### src/csp_pkg.sv
// shared constants for the control and status page register bank
package csp_pkg;
    // register indices; the byte address on the bus is four times the index
    localparam logic [7:0] IDX_STATUS = 8'h05;
    localparam logic [7:0] IDX_CONTROL = 8'h09;
    localparam logic [7:0] IDX_ERROR = 8'h0a;
    localparam logic [7:0] IDX_CLASH = 8'h0b;
    localparam logic [7:0] IDX_COUNT = 8'h0c;
    localparam logic [7:0] IDX_CRC_LO = 8'h0d;
    // control field positions
    localparam int unsigned CTL_LIGHT = 5;
    localparam int unsigned CTL_DEEP = 4;
    localparam int unsigned CTL_CIPHER = 3;
    localparam int unsigned CTL_HALT = 2;
    localparam int unsigned CTL_LAUNCH = 1;
    localparam int unsigned CTL_FLUSH = 0;
    // error field positions
    localparam int unsigned ERR_KEY = 6;
    localparam int unsigned ERR_NVM = 5;
    localparam int unsigned ERR_OVR = 4;
    localparam int unsigned ERR_CRC = 3;
    localparam int unsigned ERR_SOF = 2;
    localparam int unsigned ERR_PAR = 1;
    localparam int unsigned ERR_CLASH = 0;
    localparam int unsigned ERR_BITS = 7;
    // status field position
    localparam int unsigned STAT_CRC_DONE = 5;
    // reset values
    localparam logic [7:0] CONTROL_RST = 8'h00;
    localparam logic [7:0] ERROR_RST = 8'h40;
    localparam logic [7:0] CLASH_RST = 8'h00;
    localparam logic HRESP_OKAY = 1'b0;
endpackage

### src/csp_regs.sv
// control and status page register bank with ahb-lite slave port
//
// Overview of operation
// - light sleep bit switches blocks off, clock keeps running
// - deep sleep bit switches blocks off and stops the clock
// - cipher enable one encrypts card traffic, zero passes plain data
// - cipher enable set only by successful second auth step
// - writing one to halt strobe stops timer at once
// - writing one to launch strobe starts timer at once
// - flush resets queue pointers, fill count and overrun flag
// - halt, launch and flush bits always read zero
// - error flags show last command status, reset to 40h
// - key format error cleared at key load start, set on bad key
// - nvm permission error cleared at nvm command start, set on violation
// - overrun flag set on any write into full queue
// - checksum error set when checksum check enabled and check fails
// - start of frame error set on bad start of frame
// - bit check error set on parity failure
// - bit clash error set on detected collision
// - four receive error bits cleared in receiver prepare state
// - first clash position holds bit index of first collision
// - countdown value reads the live eight bit timer count
// - checksum low byte readable, valid only while checksum done
// - checksum done reads one when calculation finished
//
// The AHB-Lite slave port is this design's own decision.
`timescale 1ns/1ns
module csp_regs (
    // clock and reset
    input wire logic clk,
    input wire logic rst_n,
    // ahb-lite slave
    input wire logic hsel,
    input wire logic [31:0] haddr,
    input wire logic [1:0] htrans,
    input wire logic hwrite,
    input wire logic [2:0] hsize,
    input wire logic [31:0] hwdata,
    input wire logic hready,
    output logic hreadyout,
    output logic hresp,
    output logic [31:0] hrdata,
    // power control
    output logic blocks_off,
    output logic clock_stop,
    // cipher
    input wire logic auth2_success,
    input wire logic plain_bit,
    input wire logic keystream_bit,
    output logic stream_cipher_enable,
    output logic card_bit,
    // timer
    input wire logic [7:0] timer_count,
    output logic timer_halt_strobe,
    output logic timer_launch_strobe,
    // queue
    input wire logic queue_write_full,
    output logic queue_flush,
    // command and receiver events
    input wire logic key_load_start,
    input wire logic key_format_bad,
    input wire logic nvm_cmd_start,
    input wire logic nvm_access_violation,
    input wire logic receiver_prepare_state,
    input wire logic receive_checksum_enable,
    input wire logic rx_checksum_fail,
    input wire logic rx_sof_bad,
    input wire logic rx_parity_fail,
    input wire logic rx_clash,
    input wire logic [7:0] rx_clash_bit,
    // checksum unit
    input wire logic checksum_done,
    input wire logic [7:0] checksum_low_byte
);
    import csp_pkg::*;

    logic take;
    logic wr_pend_reg;
    logic [7:0] wr_idx_reg;
    logic wr_ctl;
    logic [7:0] rd_mux;
    logic light_sleep_reg;
    logic deep_sleep_reg;
    logic cipher_reg;
    logic [7:0] clash_pos_reg;
    logic [ERR_BITS-1:0] err_set;
    logic [ERR_BITS-1:0] err_clr;
    logic [ERR_BITS-1:0] err_q;
    logic flush_now;

    // address phase accepted when selected, ready and htrans is nonseq or seq (idle and busy are ignored)
    assign take = hsel && hready && htrans[1];
    assign wr_ctl = wr_pend_reg && (wr_idx_reg == IDX_CONTROL);
    assign flush_now = wr_ctl && hwdata[CTL_FLUSH];

    always_ff @(posedge clk or negedge rst_n) begin
        if (!rst_n) begin
            wr_pend_reg <= 1'b0;
            wr_idx_reg <= 8'h00;
        end else begin
            wr_pend_reg <= take && hwrite;
            wr_idx_reg <= haddr[9:2];
        end
    end

    // zero wait state: ready is always high, response always okay
    always_ff @(posedge clk or negedge rst_n) begin
        if (!rst_n) begin
            hreadyout <= 1'b1;
            hresp <= HRESP_OKAY;
        end else begin
            hreadyout <= 1'b1;
            hresp <= HRESP_OKAY;
        end
    end

    // read mux; unmapped indices read zero
    always_comb begin
        rd_mux = 8'h00;
        unique case (haddr[9:2])
            IDX_CONTROL: begin
                rd_mux[CTL_LIGHT] = light_sleep_reg;
                rd_mux[CTL_DEEP] = deep_sleep_reg;
                rd_mux[CTL_CIPHER] = cipher_reg;
            end
            IDX_ERROR: begin
                rd_mux[ERR_BITS-1:0] = err_q;
            end
            IDX_CLASH: begin
                rd_mux = clash_pos_reg;
            end
            IDX_COUNT: begin
                rd_mux = timer_count;
            end
            IDX_CRC_LO: begin
                rd_mux = checksum_low_byte;
            end
            IDX_STATUS: begin
                rd_mux[STAT_CRC_DONE] = checksum_done;
            end
            default: begin
                rd_mux = 8'h00;
            end
        endcase
    end

    // read data sampled in the address phase, held until the next read
    always_ff @(posedge clk or negedge rst_n) begin
        if (!rst_n) begin
            hrdata <= 32'h0000_0000;
        end else if (take && !hwrite) begin
            hrdata <= {24'h00_0000, rd_mux};
        end
    end

    // sleep request bits; bits 7 and 6 are not stored at all
    always_ff @(posedge clk or negedge rst_n) begin
        if (!rst_n) begin
            light_sleep_reg <= CONTROL_RST[CTL_LIGHT];
            deep_sleep_reg <= CONTROL_RST[CTL_DEEP];
        end else if (wr_ctl) begin
            light_sleep_reg <= hwdata[CTL_LIGHT];
            deep_sleep_reg <= hwdata[CTL_DEEP];
        end
    end

    // power outputs follow the request bits one cycle later
    always_ff @(posedge clk or negedge rst_n) begin
        if (!rst_n) begin
            blocks_off <= 1'b0;
            clock_stop <= 1'b0;
        end else begin
            blocks_off <= light_sleep_reg || deep_sleep_reg;
            clock_stop <= deep_sleep_reg;
        end
    end

    // software may only switch the cipher off; auth success wins
    always_ff @(posedge clk or negedge rst_n) begin
        if (!rst_n) begin
            cipher_reg <= CONTROL_RST[CTL_CIPHER];
        end else if (auth2_success) begin
            cipher_reg <= 1'b1;
        end else if (wr_ctl && !hwdata[CTL_CIPHER]) begin
            cipher_reg <= 1'b0;
        end
    end

    always_ff @(posedge clk or negedge rst_n) begin
        if (!rst_n) begin
            stream_cipher_enable <= 1'b0;
            card_bit <= 1'b0;
        end else begin
            stream_cipher_enable <= cipher_reg;
            card_bit <= cipher_reg ? (plain_bit ^ keystream_bit) : plain_bit;
        end
    end

    // one-cycle strobes; nothing is stored, so they read zero
    always_ff @(posedge clk or negedge rst_n) begin
        if (!rst_n) begin
            timer_halt_strobe <= 1'b0;
            timer_launch_strobe <= 1'b0;
            queue_flush <= 1'b0;
        end else begin
            timer_halt_strobe <= wr_ctl && hwdata[CTL_HALT];
            timer_launch_strobe <= wr_ctl && hwdata[CTL_LAUNCH];
            queue_flush <= flush_now;
        end
    end

    // error flag events
    always_comb begin
        err_set = '0;
        err_clr = '0;
        err_set[ERR_KEY] = key_format_bad;
        err_clr[ERR_KEY] = key_load_start;
        err_set[ERR_NVM] = nvm_access_violation;
        err_clr[ERR_NVM] = nvm_cmd_start;
        err_set[ERR_OVR] = queue_write_full;
        err_clr[ERR_OVR] = flush_now;
        err_set[ERR_CRC] = receive_checksum_enable && rx_checksum_fail;
        err_set[ERR_SOF] = rx_sof_bad;
        err_set[ERR_PAR] = rx_parity_fail;
        err_set[ERR_CLASH] = rx_clash;
        err_clr[ERR_CRC] = receiver_prepare_state;
        err_clr[ERR_SOF] = receiver_prepare_state;
        err_clr[ERR_PAR] = receiver_prepare_state;
        err_clr[ERR_CLASH] = receiver_prepare_state;
    end

    genvar gi;
    generate
        for (gi = 0; gi < ERR_BITS; gi++) begin : g_err
            csp_sticky_flag #(
                .RST_VAL(ERROR_RST[gi])
            ) u_flag (
                .clk(clk),
                .rst_n(rst_n),
                .set_evt(err_set[gi]),
                .clr_evt(err_clr[gi]),
                .flag(err_q[gi])
            );
        end
    endgenerate

    // only the first clash of a frame is kept; the flag marks it taken
    always_ff @(posedge clk or negedge rst_n) begin
        if (!rst_n) begin
            clash_pos_reg <= CLASH_RST;
        end else if (rx_clash && (!err_q[ERR_CLASH] || receiver_prepare_state)) begin
            clash_pos_reg <= rx_clash_bit;
        end
    end

    property p_strobe_read_zero;
        @(posedge clk) disable iff (!rst_n)
        (take && !hwrite && haddr[9:2] == IDX_CONTROL)
            |=> (hrdata[2:0] == 3'b000) && (hrdata[7:6] == 2'b00);
    endproperty
    a_strobe_read_zero: assert property (p_strobe_read_zero)
        else $error("control strobe or reserved bit read nonzero");

    property p_cipher_rise;
        @(posedge clk) disable iff (!rst_n)
        $rose(cipher_reg) |-> $past(auth2_success);
    endproperty
    a_cipher_rise: assert property (p_cipher_rise)
        else $error("cipher enabled without auth success");

    property p_cipher_out;
        @(posedge clk) disable iff (!rst_n)
        cipher_reg |=> stream_cipher_enable
            && (card_bit == ($past(plain_bit) ^ $past(keystream_bit)));
    endproperty
    a_cipher_out: assert property (p_cipher_out)
        else $error("card bit not encrypted while cipher on");

    property p_flush;
        @(posedge clk) disable iff (!rst_n)
        (flush_now && !queue_write_full)
            |=> queue_flush && !err_q[ERR_OVR] ##1 !queue_flush;
    endproperty
    a_flush: assert property (p_flush)
        else $error("flush did not pulse or clear overrun");

    property p_launch;
        @(posedge clk) disable iff (!rst_n)
        (wr_ctl && hwdata[CTL_LAUNCH]) |=> timer_launch_strobe;
    endproperty
    a_launch: assert property (p_launch)
        else $error("launch strobe missing");

    property p_halt;
        @(posedge clk) disable iff (!rst_n)
        timer_halt_strobe |-> $past(wr_ctl) && $past(hwdata[CTL_HALT]);
    endproperty
    a_halt: assert property (p_halt)
        else $error("halt strobe without write");

    property p_deep;
        @(posedge clk) disable iff (!rst_n)
        (take && hwrite && haddr[9:2] == IDX_CONTROL) ##1 hwdata[CTL_DEEP]
            |=> ##1 blocks_off && clock_stop;
    endproperty
    a_deep: assert property (p_deep)
        else $error("deep sleep did not stop clock");

    property p_light;
        @(posedge clk) disable iff (!rst_n)
        (light_sleep_reg && !deep_sleep_reg) |=> blocks_off && !clock_stop;
    endproperty
    a_light: assert property (p_light)
        else $error("light sleep wrong power state");

    property p_key;
        @(posedge clk) disable iff (!rst_n)
        (key_load_start && !key_format_bad) |=> !err_q[ERR_KEY];
    endproperty
    a_key: assert property (p_key)
        else $error("key error not cleared at load start");

    property p_overrun;
        @(posedge clk) disable iff (!rst_n)
        queue_write_full |=> err_q[ERR_OVR];
    endproperty
    a_overrun: assert property (p_overrun)
        else $error("overrun not flagged");

    property p_prepare;
        @(posedge clk) disable iff (!rst_n)
        (receiver_prepare_state && !rx_sof_bad && !rx_parity_fail && !rx_clash
            && !rx_checksum_fail) |=> (err_q[3:0] == 4'h0);
    endproperty
    a_prepare: assert property (p_prepare)
        else $error("receive errors not cleared in prepare");

    property p_err_read;
        @(posedge clk) disable iff (!rst_n)
        (take && !hwrite && haddr[9:2] == IDX_ERROR)
            |=> hrdata == {25'h0, $past(err_q)};
    endproperty
    a_err_read: assert property (p_err_read)
        else $error("error register read mismatch");

endmodule // csp_regs

### src/csp_sticky_flag.sv
// one error flag: hardware set beats clear
`timescale 1ns/1ns
module csp_sticky_flag #(
    parameter logic RST_VAL = 1'b0
) (
    // clock and reset
    input wire logic clk,
    input wire logic rst_n,
    // events
    input wire logic set_evt,
    input wire logic clr_evt,
    // state
    output logic flag
);
    always_ff @(posedge clk or negedge rst_n) begin
        if (!rst_n) begin
            flag <= RST_VAL;
        end else if (set_evt) begin
            flag <= 1'b1;
        end else if (clr_evt) begin
            flag <= 1'b0;
        end
    end
endmodule // csp_sticky_flag

### config.mk
export PLATFORM = sky130hd
export DESIGN_NAME = csp_regs
export DESIGN_NICKNAME = d
export VERILOG_FILES = /design/src/csp_pkg.sv /design/src/csp_regs.sv /design/src/csp_sticky_flag.sv
export SDC_FILE = /design/constraint.sdc
export NUM_CORES = 1
export LEC_CHECK = 0
export BUFFER_PORTS_ARGS = -buffer_cell sky130_fd_sc_hd__clkbuf_2
export CAP_MARGIN = 20
export CORE_MARGIN = 2
export CORE_UTILIZATION = 30
export CTS_CLUSTER_DIAMETER = 40
export CTS_CLUSTER_SIZE = 8
export DETAILED_ROUTE_END_ITERATION = 16
export SETUP_SLACK_MARGIN = 0.3
export SLEW_MARGIN = 20
export SYNTH_ARGS = -nofsm -noshare
export SYNTH_HDL_FRONTEND = slang
export SYNTH_SLANG_ARGS = --single-unit
### constraint.sdc
create_clock -name clk -period 2.4 [get_ports clk]
set_clock_uncertainty 0.1 [all_clocks]
set_input_delay 0.36 -clock clk [delete_from_list [all_inputs] [get_ports clk]]
set_output_delay 0.36 -clock clk [all_outputs]
set_load 0.02 [all_outputs]
==> results of run 1 <==
kinds of logic (layout without fill, tap and decap cells):
logic type,count (synthesis),in the layout
AND/OR/NAND/NOR,32,32
XOR/XNOR,1,1
other,2,26
AO/OA/AOI/OAI,40,40
flip-flops,42,42
multiplexers,14,14
buffers and inverters,35,89
per-layer routing:
metal  part of all wire  vias to the layer above
li1                   -                      699
met1               0.44                      673
met2               0.48                       51
met3              0.066                        8
met4              0.018                        0
met5                  0                        -
worst max-delay path, delay by kind of cell:
kind	cells	cell delay (ns)
AO/OA/AOI/OAI	2	0.31
buffers and inverters	1	0.12
AND/OR/NAND/NOR	2	0.97
area by class of cell:
class,instances,share of cell area
Multi-Input combinational cell,113,0.316
Clock inverter,3,0.0179
Tap cell,77,0.0395
Sequential cell,42,0.431
Clock buffer,5,0.0282
Inverter,5,0.00769
Timing Repair Buffer,76,0.159
cell usage in the layout (no fill, tap or decap), types with 2 or more instances in the layout:
cell type and n:
a31oi_1 3, a32oi_1 4, mux2_2 12, buf_4 3
dfrtp_1 41, nor3_1 2, o21ai_0 8, conb_1 26
clkbuf_2 73, nand2_1 8, and2_1 2, a22o_1 4
inv_1 5, nor2_1 5, mux2i_1 2, and4bb_2 2
a22oi_1 8, clkbuf_8 5, a21o_1 6, nand2b_1 3
nor4b_1 2, o22a_2 4
worst paths after layout:
check                                       end  slack [ns]
max in group asynchronous         wr_idx_reg[5]        1.80
min in group clk                  wr_idx_reg[6]        0.13
max reg2reg                      deep_sleep_reg        0.83
min reg2reg                stream_cipher_enable        0.33
max                                   hrdata[3]        0.74
min                               wr_idx_reg[0]        0.03
power breakdown:
group          switching [mW]  internal, mW  total [mW]  leakage (nW)
clock                   0.249         0.312       0.561        0.0585
combinational           0.132        0.0911       0.223         0.641
sequential             0.0236         0.758       0.782         0.505
==> impl_results.md, run 1 <==
* Status: finished, final reports clean
* Ys flop type: dfrtp_1
* Pre-Repair DR Iteration Count at 4
* Clock transition at path regs at 0.09 ns
* N_diodes at 0
* Die ar. at 7260 sq um
* Setup CP Type: in -> reg
* Tot Pwr at 1.57 mW
* Synth area leader: dfrtp_1
* #FFs+latches synth at 42
* Initial Utilization at 0.312
* Final GP Congestion at 0.740
* Number of flops mapped to enable cells by yosys at 0
* Area grow syn2layout at 23.3%
* Grt met2 use at 0.197
* Final nets at 356
* All-Layer GR Usage at 0.123
* Post-Synth Simple-Gate Area at 0.108
* Slew HR at 0.634
* RSZ-0062 raised after global routing: false
* Die W at 85.2 um
* Design area at 2440 sq um
* Crit path DAT at 1.78 ns
* Dpl cells at 313
* Final Hold Fails at 0
* Adder-cell share of the synthesized area at 0
* Initial drt markers at 60
* Fin crit period at 1.66 ns
* Syn Inst Count at 166
* Largest family of logic cells by synthesized area: compound AO/OA/AOI/OAI gates
* Site Rows at 29
* Unique masters post-synth at 36
* Crit. End Element: flop
* Final ANT Viol Nets at 0
* Crit path largest cell delay at 0.68 ns
* Routed vias/inst at 4.46
* DRT Wirelength at 4260 um
* Setup violators final at 0
* Top-count cell post-synth: dfrtp_1
* Worst EP required at 2.51 ns
* Multiplexer share of the synthesized area at 0.0784
* Vias in the first global route at 1470
* Dominant cells by area after synthesis: dfrtp_1 52%, buf_4 9.9%, mux2_2 6.8%
* Most instantiated cells after synthesis: 41 x dfrtp_1, 26 x buf_4, 12 x mux2_2
* Power Dens Cells at 642 nW/um^2
* Final setup margin at 0.739 ns
* Sequential element share of the synthesized area at 0.532
* VDD IR-drop max at 0.000259 V
* Max frequency at 0.602 GHz
* DP Worst Slack at 0.446 ns
* Grt total ovfl at 0
* Critical path's slowest cell: or4b_1
* Proportion of layout cells with a drive suffix above 1 at 0.443
* Crit path launch: haddr[7]
* Most Used Layer, Global Route: met2
* Die height at 85.2 um
* First-pass GRT wire length at 6920 um
* Post-Syn Area at 1980 sq um
* Max-slew violations at 0
* Synth Area in Compound Gates at 0.150
* Met3 usage at 0.0350
* Post-synth top area share at 0.518
* Crit path cell chain: clkbuf_2, or4b_1, nor4b_4, a32oi_1, a31oi_1
* P_leak at 1.21 nW
* DPL Wire Length at 3320 um
* Layout filler cell count at 648
* Boundary pin count at 154
* H-tree Lvls at 2
* Initial antenna violation count at 0
* R2R cell count at 3
* FF-to-FF Start: wr_idx_reg[5]
* Ys async rst share at 1.00
* Final Util at 0.384
* Clock Latency Late Sink at 0.30 ns
* Critical-path maximum fanout at 6
* Yosys warning count at 0
* Vias at 1431
* Min-delay worst type: in -> async
* Clock Path Buffers at 2
* Max-Cap Viols at 0
* Xor/xnor share of the synthesized area at 0.00442
* Core ar. at 6350 sq um
* Post-route DRC at 0
* Total negative slack at 0 ns
* Period utilisation layout at 0.692
* Root Buffer: clkbuf_8
* Port-buffer cells at 73
* Avg Inst Size Synth at 11.9 sq um
* Post-CTS Resized at 0
* Dpl cell area at 2330 sq um
* Hold Buf Count CTS at 0
* Multi-input gate area at 772 sq um
* DR WL/cell at 13.3 um
* Hold WS at 0.0315 ns
* Num CTS Buffers at 5
* CTS sink cnt at 42
* CP Launch Type: input port
* Grt met1 use at 0.156
* CTS tree: done
* Post-CTS Setup Inserts at 0
* Worst-Margin Slew at 0.548 ns
* Fin cells at 321
* Register area at 1050 sq um
* Pin count of the biggest net entering global routing at 43
Note: power is estimated with default switching activity, not from simulation.
==> run 2, diff against run 1 <==
--- a/config.mk
+++ b/config.mk
@@ -5,6 +5,7 @@
 export SDC_FILE = /design/constraint.sdc
 export NUM_CORES = 1
 export LEC_CHECK = 0
+export ABC_AREA = 1
 export BUFFER_PORTS_ARGS = -buffer_cell sky130_fd_sc_hd__clkbuf_2
 export CAP_MARGIN = 20
 export CORE_MARGIN = 2
==> constraint.sdc (replaced) <==
create_clock -name clk -period 1.7 [get_ports clk]
set_clock_uncertainty 0.1 [all_clocks]
set_input_delay 0.255 -clock clk [delete_from_list [all_inputs] [get_ports clk]]
set_output_delay 0.255 -clock clk [all_outputs]
set_load 0.02 [all_outputs]
==> impl_results.md, run 2 <==
* Met3 wire length at 241 um (was 282 um)
* Syn Inst Count at 228 (was 166)
* Most frequent cells in the layout: 73 x clkbuf_2, 42 x nand2_1, 41 x dfrtp_1 (was 73 x clkbuf_2, 41 x dfrtp_1, 26 x conb_1)
* Clock Path Buffers at 2 (unchanged)
* Critical path's slowest cell: dfrtp_1 (was or4b_1)
* DPL Wire Length at 3470 um (was 3320 um)
* Most instantiated cells after synthesis: 42 x nand2_1, 41 x dfrtp_1, 36 x nand3_1, 28 x buf_4, 22 x inv_1 (was 41 x dfrtp_1, 26 x buf_4, 12 x mux2_2)
* Dpl cells at 378 (was 313)
* Initial drt markers at 58 (was 60)
* DP Worst Slack at 0.259 ns (was 0.446 ns)
* All-Layer GR Usage at 0.122 (was 0.123)
* Root Buffer: clkbuf_8 (unchanged)
* Tot Pwr at 2.20 mW (was 1.57 mW)
* Die height at 86.9 um (was 85.2 um)
* Pin count of the biggest net entering global routing at 43 (unchanged)
* Core ar. at 6720 sq um (was 6350 sq um)
* Vias at 1660 (was 1431)
* N_diodes at 0 (unchanged)
* Final nets at 425 (was 356)
* DRT Wirelength at 4490 um (was 4260 um)
* Avg Inst Size Synth at 9.03 sq um (was 11.9 sq um)
* Synth area leader: dfrtp_1 (unchanged)
* Hold WS at 0.0138 ns (was 0.0315 ns)
* Yosys warning count at 0 (unchanged)
* VDD IR-drop max at 0.000417 V (was 0.000259 V)
* Crit. End Element: flop (unchanged)
* P_leak at 1.45 nW (was 1.21 nW)
* Num CTS Buffers at 5 (unchanged)
* Combinational share of power at 0.147 (was 0.143)
* Die ar. at 7540 sq um (was 7260 sq um)
* Top-count cell post-synth: nand2_1 (was dfrtp_1)
* Final GP Congestion at 0.759 (was 0.740)
* Crit path cell chain: inv_1, nand2_1, nor3_2, nand3_2, o21ai_0, nand2_1 (was clkbuf_2, or4b_1, nor4b_4, a32oi_1, a31oi_1)
* Routed vias/inst at 4.22 (was 4.46)
* Clock transition at path regs at 0.08 ns (was 0.09 ns)
* Clock Latency Late Sink at 0.30 ns (about the same)
* Highest Signal Layer: met4 (unchanged)
* CP Launch Type: flop (was input port)
* Post-Syn Area at 2060 sq um (was 1980 sq um)
* Post-synth top area share at 0.498 (was 0.518)
* First-pass GRT wire length at 7100 um (was 6920 um)
* Fin cells at 393 (was 321)
* Sequential element share of the synthesized area at 0.511 (was 0.532)
* Final setup margin at 0.454 ns (was 0.739 ns)
* Vias in the first global route at 1546 (was 1470)
* M1 WL at 1950 um (was 1860 um)
* #FFs+latches synth at 42 (unchanged)
* Setup CP Type: reg -> reg (was in -> reg)
* Pre-Repair DR Iteration Count at 4 (unchanged)
* Post-route DRC at 0 (unchanged)
* P_int at 1.64 mW (was 1.16 mW)
* Design area at 2630 sq um (was 2440 sq um)
* Setup violators final at 0 (unchanged)
* Final Util at 0.392 (was 0.384)
* Psw at 561 uW (was 405 uW)
* Initial antenna violation count at 0 (unchanged)
* Min-delay worst type: in -> reg (was in -> async)
* Switching Share at 0.255 (was 0.259)
* Die W at 86.9 um (was 85.2 um)
* Crit path DAT at 1.33 ns (was 1.78 ns)
* Layout filler cell count at 712 (was 648)
* H-tree Lvls at 2 (unchanged)
* Final ANT Viol Nets at 0 (unchanged)
* Share of total power in the clock network at 0.353 (was 0.358)
* Grt total ovfl at 0 (unchanged)
* Ys flop type: dfrtp_1 (unchanged)
* RSZ-0062 raised after global routing: false (unchanged)
* Dpl cell area at 2440 sq um (was 2330 sq um)
* Max-Cap Viols at 0 (unchanged)
* DR WL/cell at 11.4 um (was 13.3 um)
* Fin crit period at 1.25 ns
* Proportion of layout cells with a drive suffix above 1 at 0.332 (was 0.443)
* Port-buffer cells at 73 (unchanged)
* Number of flops mapped to enable cells by yosys at 0 (unchanged)
* Crit path buf inv count at 1 (unchanged)
* Initial Utilization at 0.307 (was 0.312)
* Site Rows at 30 (was 29)
* Metal2 WL at 2240 um (was 2040 um)
* Status: finished, final reports clean (unchanged)
* Unique masters post-synth at 23 (was 36)
* Power Dens Cells at 835 nW/um^2 (was 642 nW/um^2)
* Most used cell along the critical path: nand2_1
* Area grow syn2layout at 27.8% (was 23.3%)
* Period utilisation layout at 0.733
* Boundary pin count at 154 (unchanged)
* Crit path largest cell delay at 0.36 ns (was 0.68 ns)
* Ys async rst share at 1.00 (unchanged)
* Dominant cells by area after synthesis: dfrtp_1 50%, buf_4 10%, nand3_1 8.7% (was dfrtp_1 52%, buf_4 9.9%, mux2_2 6.8%)
* Critical-path maximum fanout at 7 (was 6)
* Worst EP required at 1.78 ns (was 2.51 ns)
* Delay-heaviest family, CP: simple AND/OR/NAND/NOR gates (unchanged)
* CTS sink cnt at 42 (unchanged)
* Most common library cell in the layout ignoring fill and taps: clkbuf_2 (unchanged)
* Final Hold Fails at 0 (unchanged)
* CTS tree: done (unchanged)
* Max-slew violations at 0 (unchanged)
* Total negative slack at 0 ns (unchanged)
* Max frequency at 0.802 GHz
* Reg power frac at 0.500 (was 0.499)
run 2: cell count changes in the layout (fill, tap and decap cells not counted), moves of 4 or more:
cell	previous run	this run
a21o_1	6	2
a22oi_1	8	0
a32oi_1	4	0
dlygate4sd3_1	0	6
inv_1	5	22
mux2_2	12	8
nand2_1	8	42
nand3_1	1	35
nor2_1	5	17
o22a_2	4	0
run 2: layer usage:
metal,GRT usage,vias to the layer above
met4,0.0426,0
li1,-,838
met2,0.206,55
met1,0.151,762
met3,0.0313,5
met5,0,-
run 2: kinds of logic (layout without fill, tap and decap cells):
logic type | after synthesis | count (layout) | synth area share
compound gates | 17 | 17 | 0.0492
xor+xnor | 1 | 1 | 0.00425
buf+inv | 53 | 114 | 0.149
flops | 42 | 42 | 0.511
mux | 8 | 8 | 0.0437
other cells | 2 | 26 | 0.00365
simple gates | 105 | 105 | 0.239
run 2: worst paths after layout:
kind | from | end | slack [ns] | depth (start not counted)
max | wr_idx_reg[2] | cipher_reg | 0.45 | 6
max reg2reg | wr_idx_reg[2] | cipher_reg | 0.45 | 6
min | haddr[3] | wr_idx_reg[1] | 0.01 | 1
max in group asynchronous | rst_n | g_err[6].u_flag.flag | 0.87 | 3
min reg2reg | deep_sleep_reg | clock_stop | 0.34 | 0
min in group asynchronous | rst_n | wr_pend_reg | 0.36 | 3
run 2: area by class of cell:
class / count / area, sq um / area share
clock inverters: 1 / 30.0 / 0.0114
flip-flops and latches: 42 / 1050 / 0.400
clock buffers: 7 / 76.3 / 0.0290
repair buffers: 83 / 480 / 0.183
multi-input cells: 157 / 806 / 0.306
inverters: 23 / 86.3 / 0.0328
well taps: 80 / 100 / 0.0380
run 2: power groups by stage:
stage	clock network (mW)	logic [mW]	registers, mW
2_1_floorplan	0	0.199	1.13
4_1_cts	0.805	0.328	1.10
6_report	0.776	0.322	1.10
3_5_place_dp	0	0.316	1.12
5_1_grt	0.842	0.360	1.11
3_3_place_gp	0	0.311	1.12
run 2: worst reg2reg max path, delay by kind of cell (launching register included):
kind	cells	cell delay, ns
buf+inv	1	0.04
simple gates	4	0.42
flops	1	0.36
compound gates	1	0.19
run 2: timing repair:
item,CTS,global route
pin swaps,0,1
gates resized for setup,1,2
endpoints found under the hold margin,46,0
setup buffers,0,1
setup endpoints to repair,3,4
hold buffers,6,0
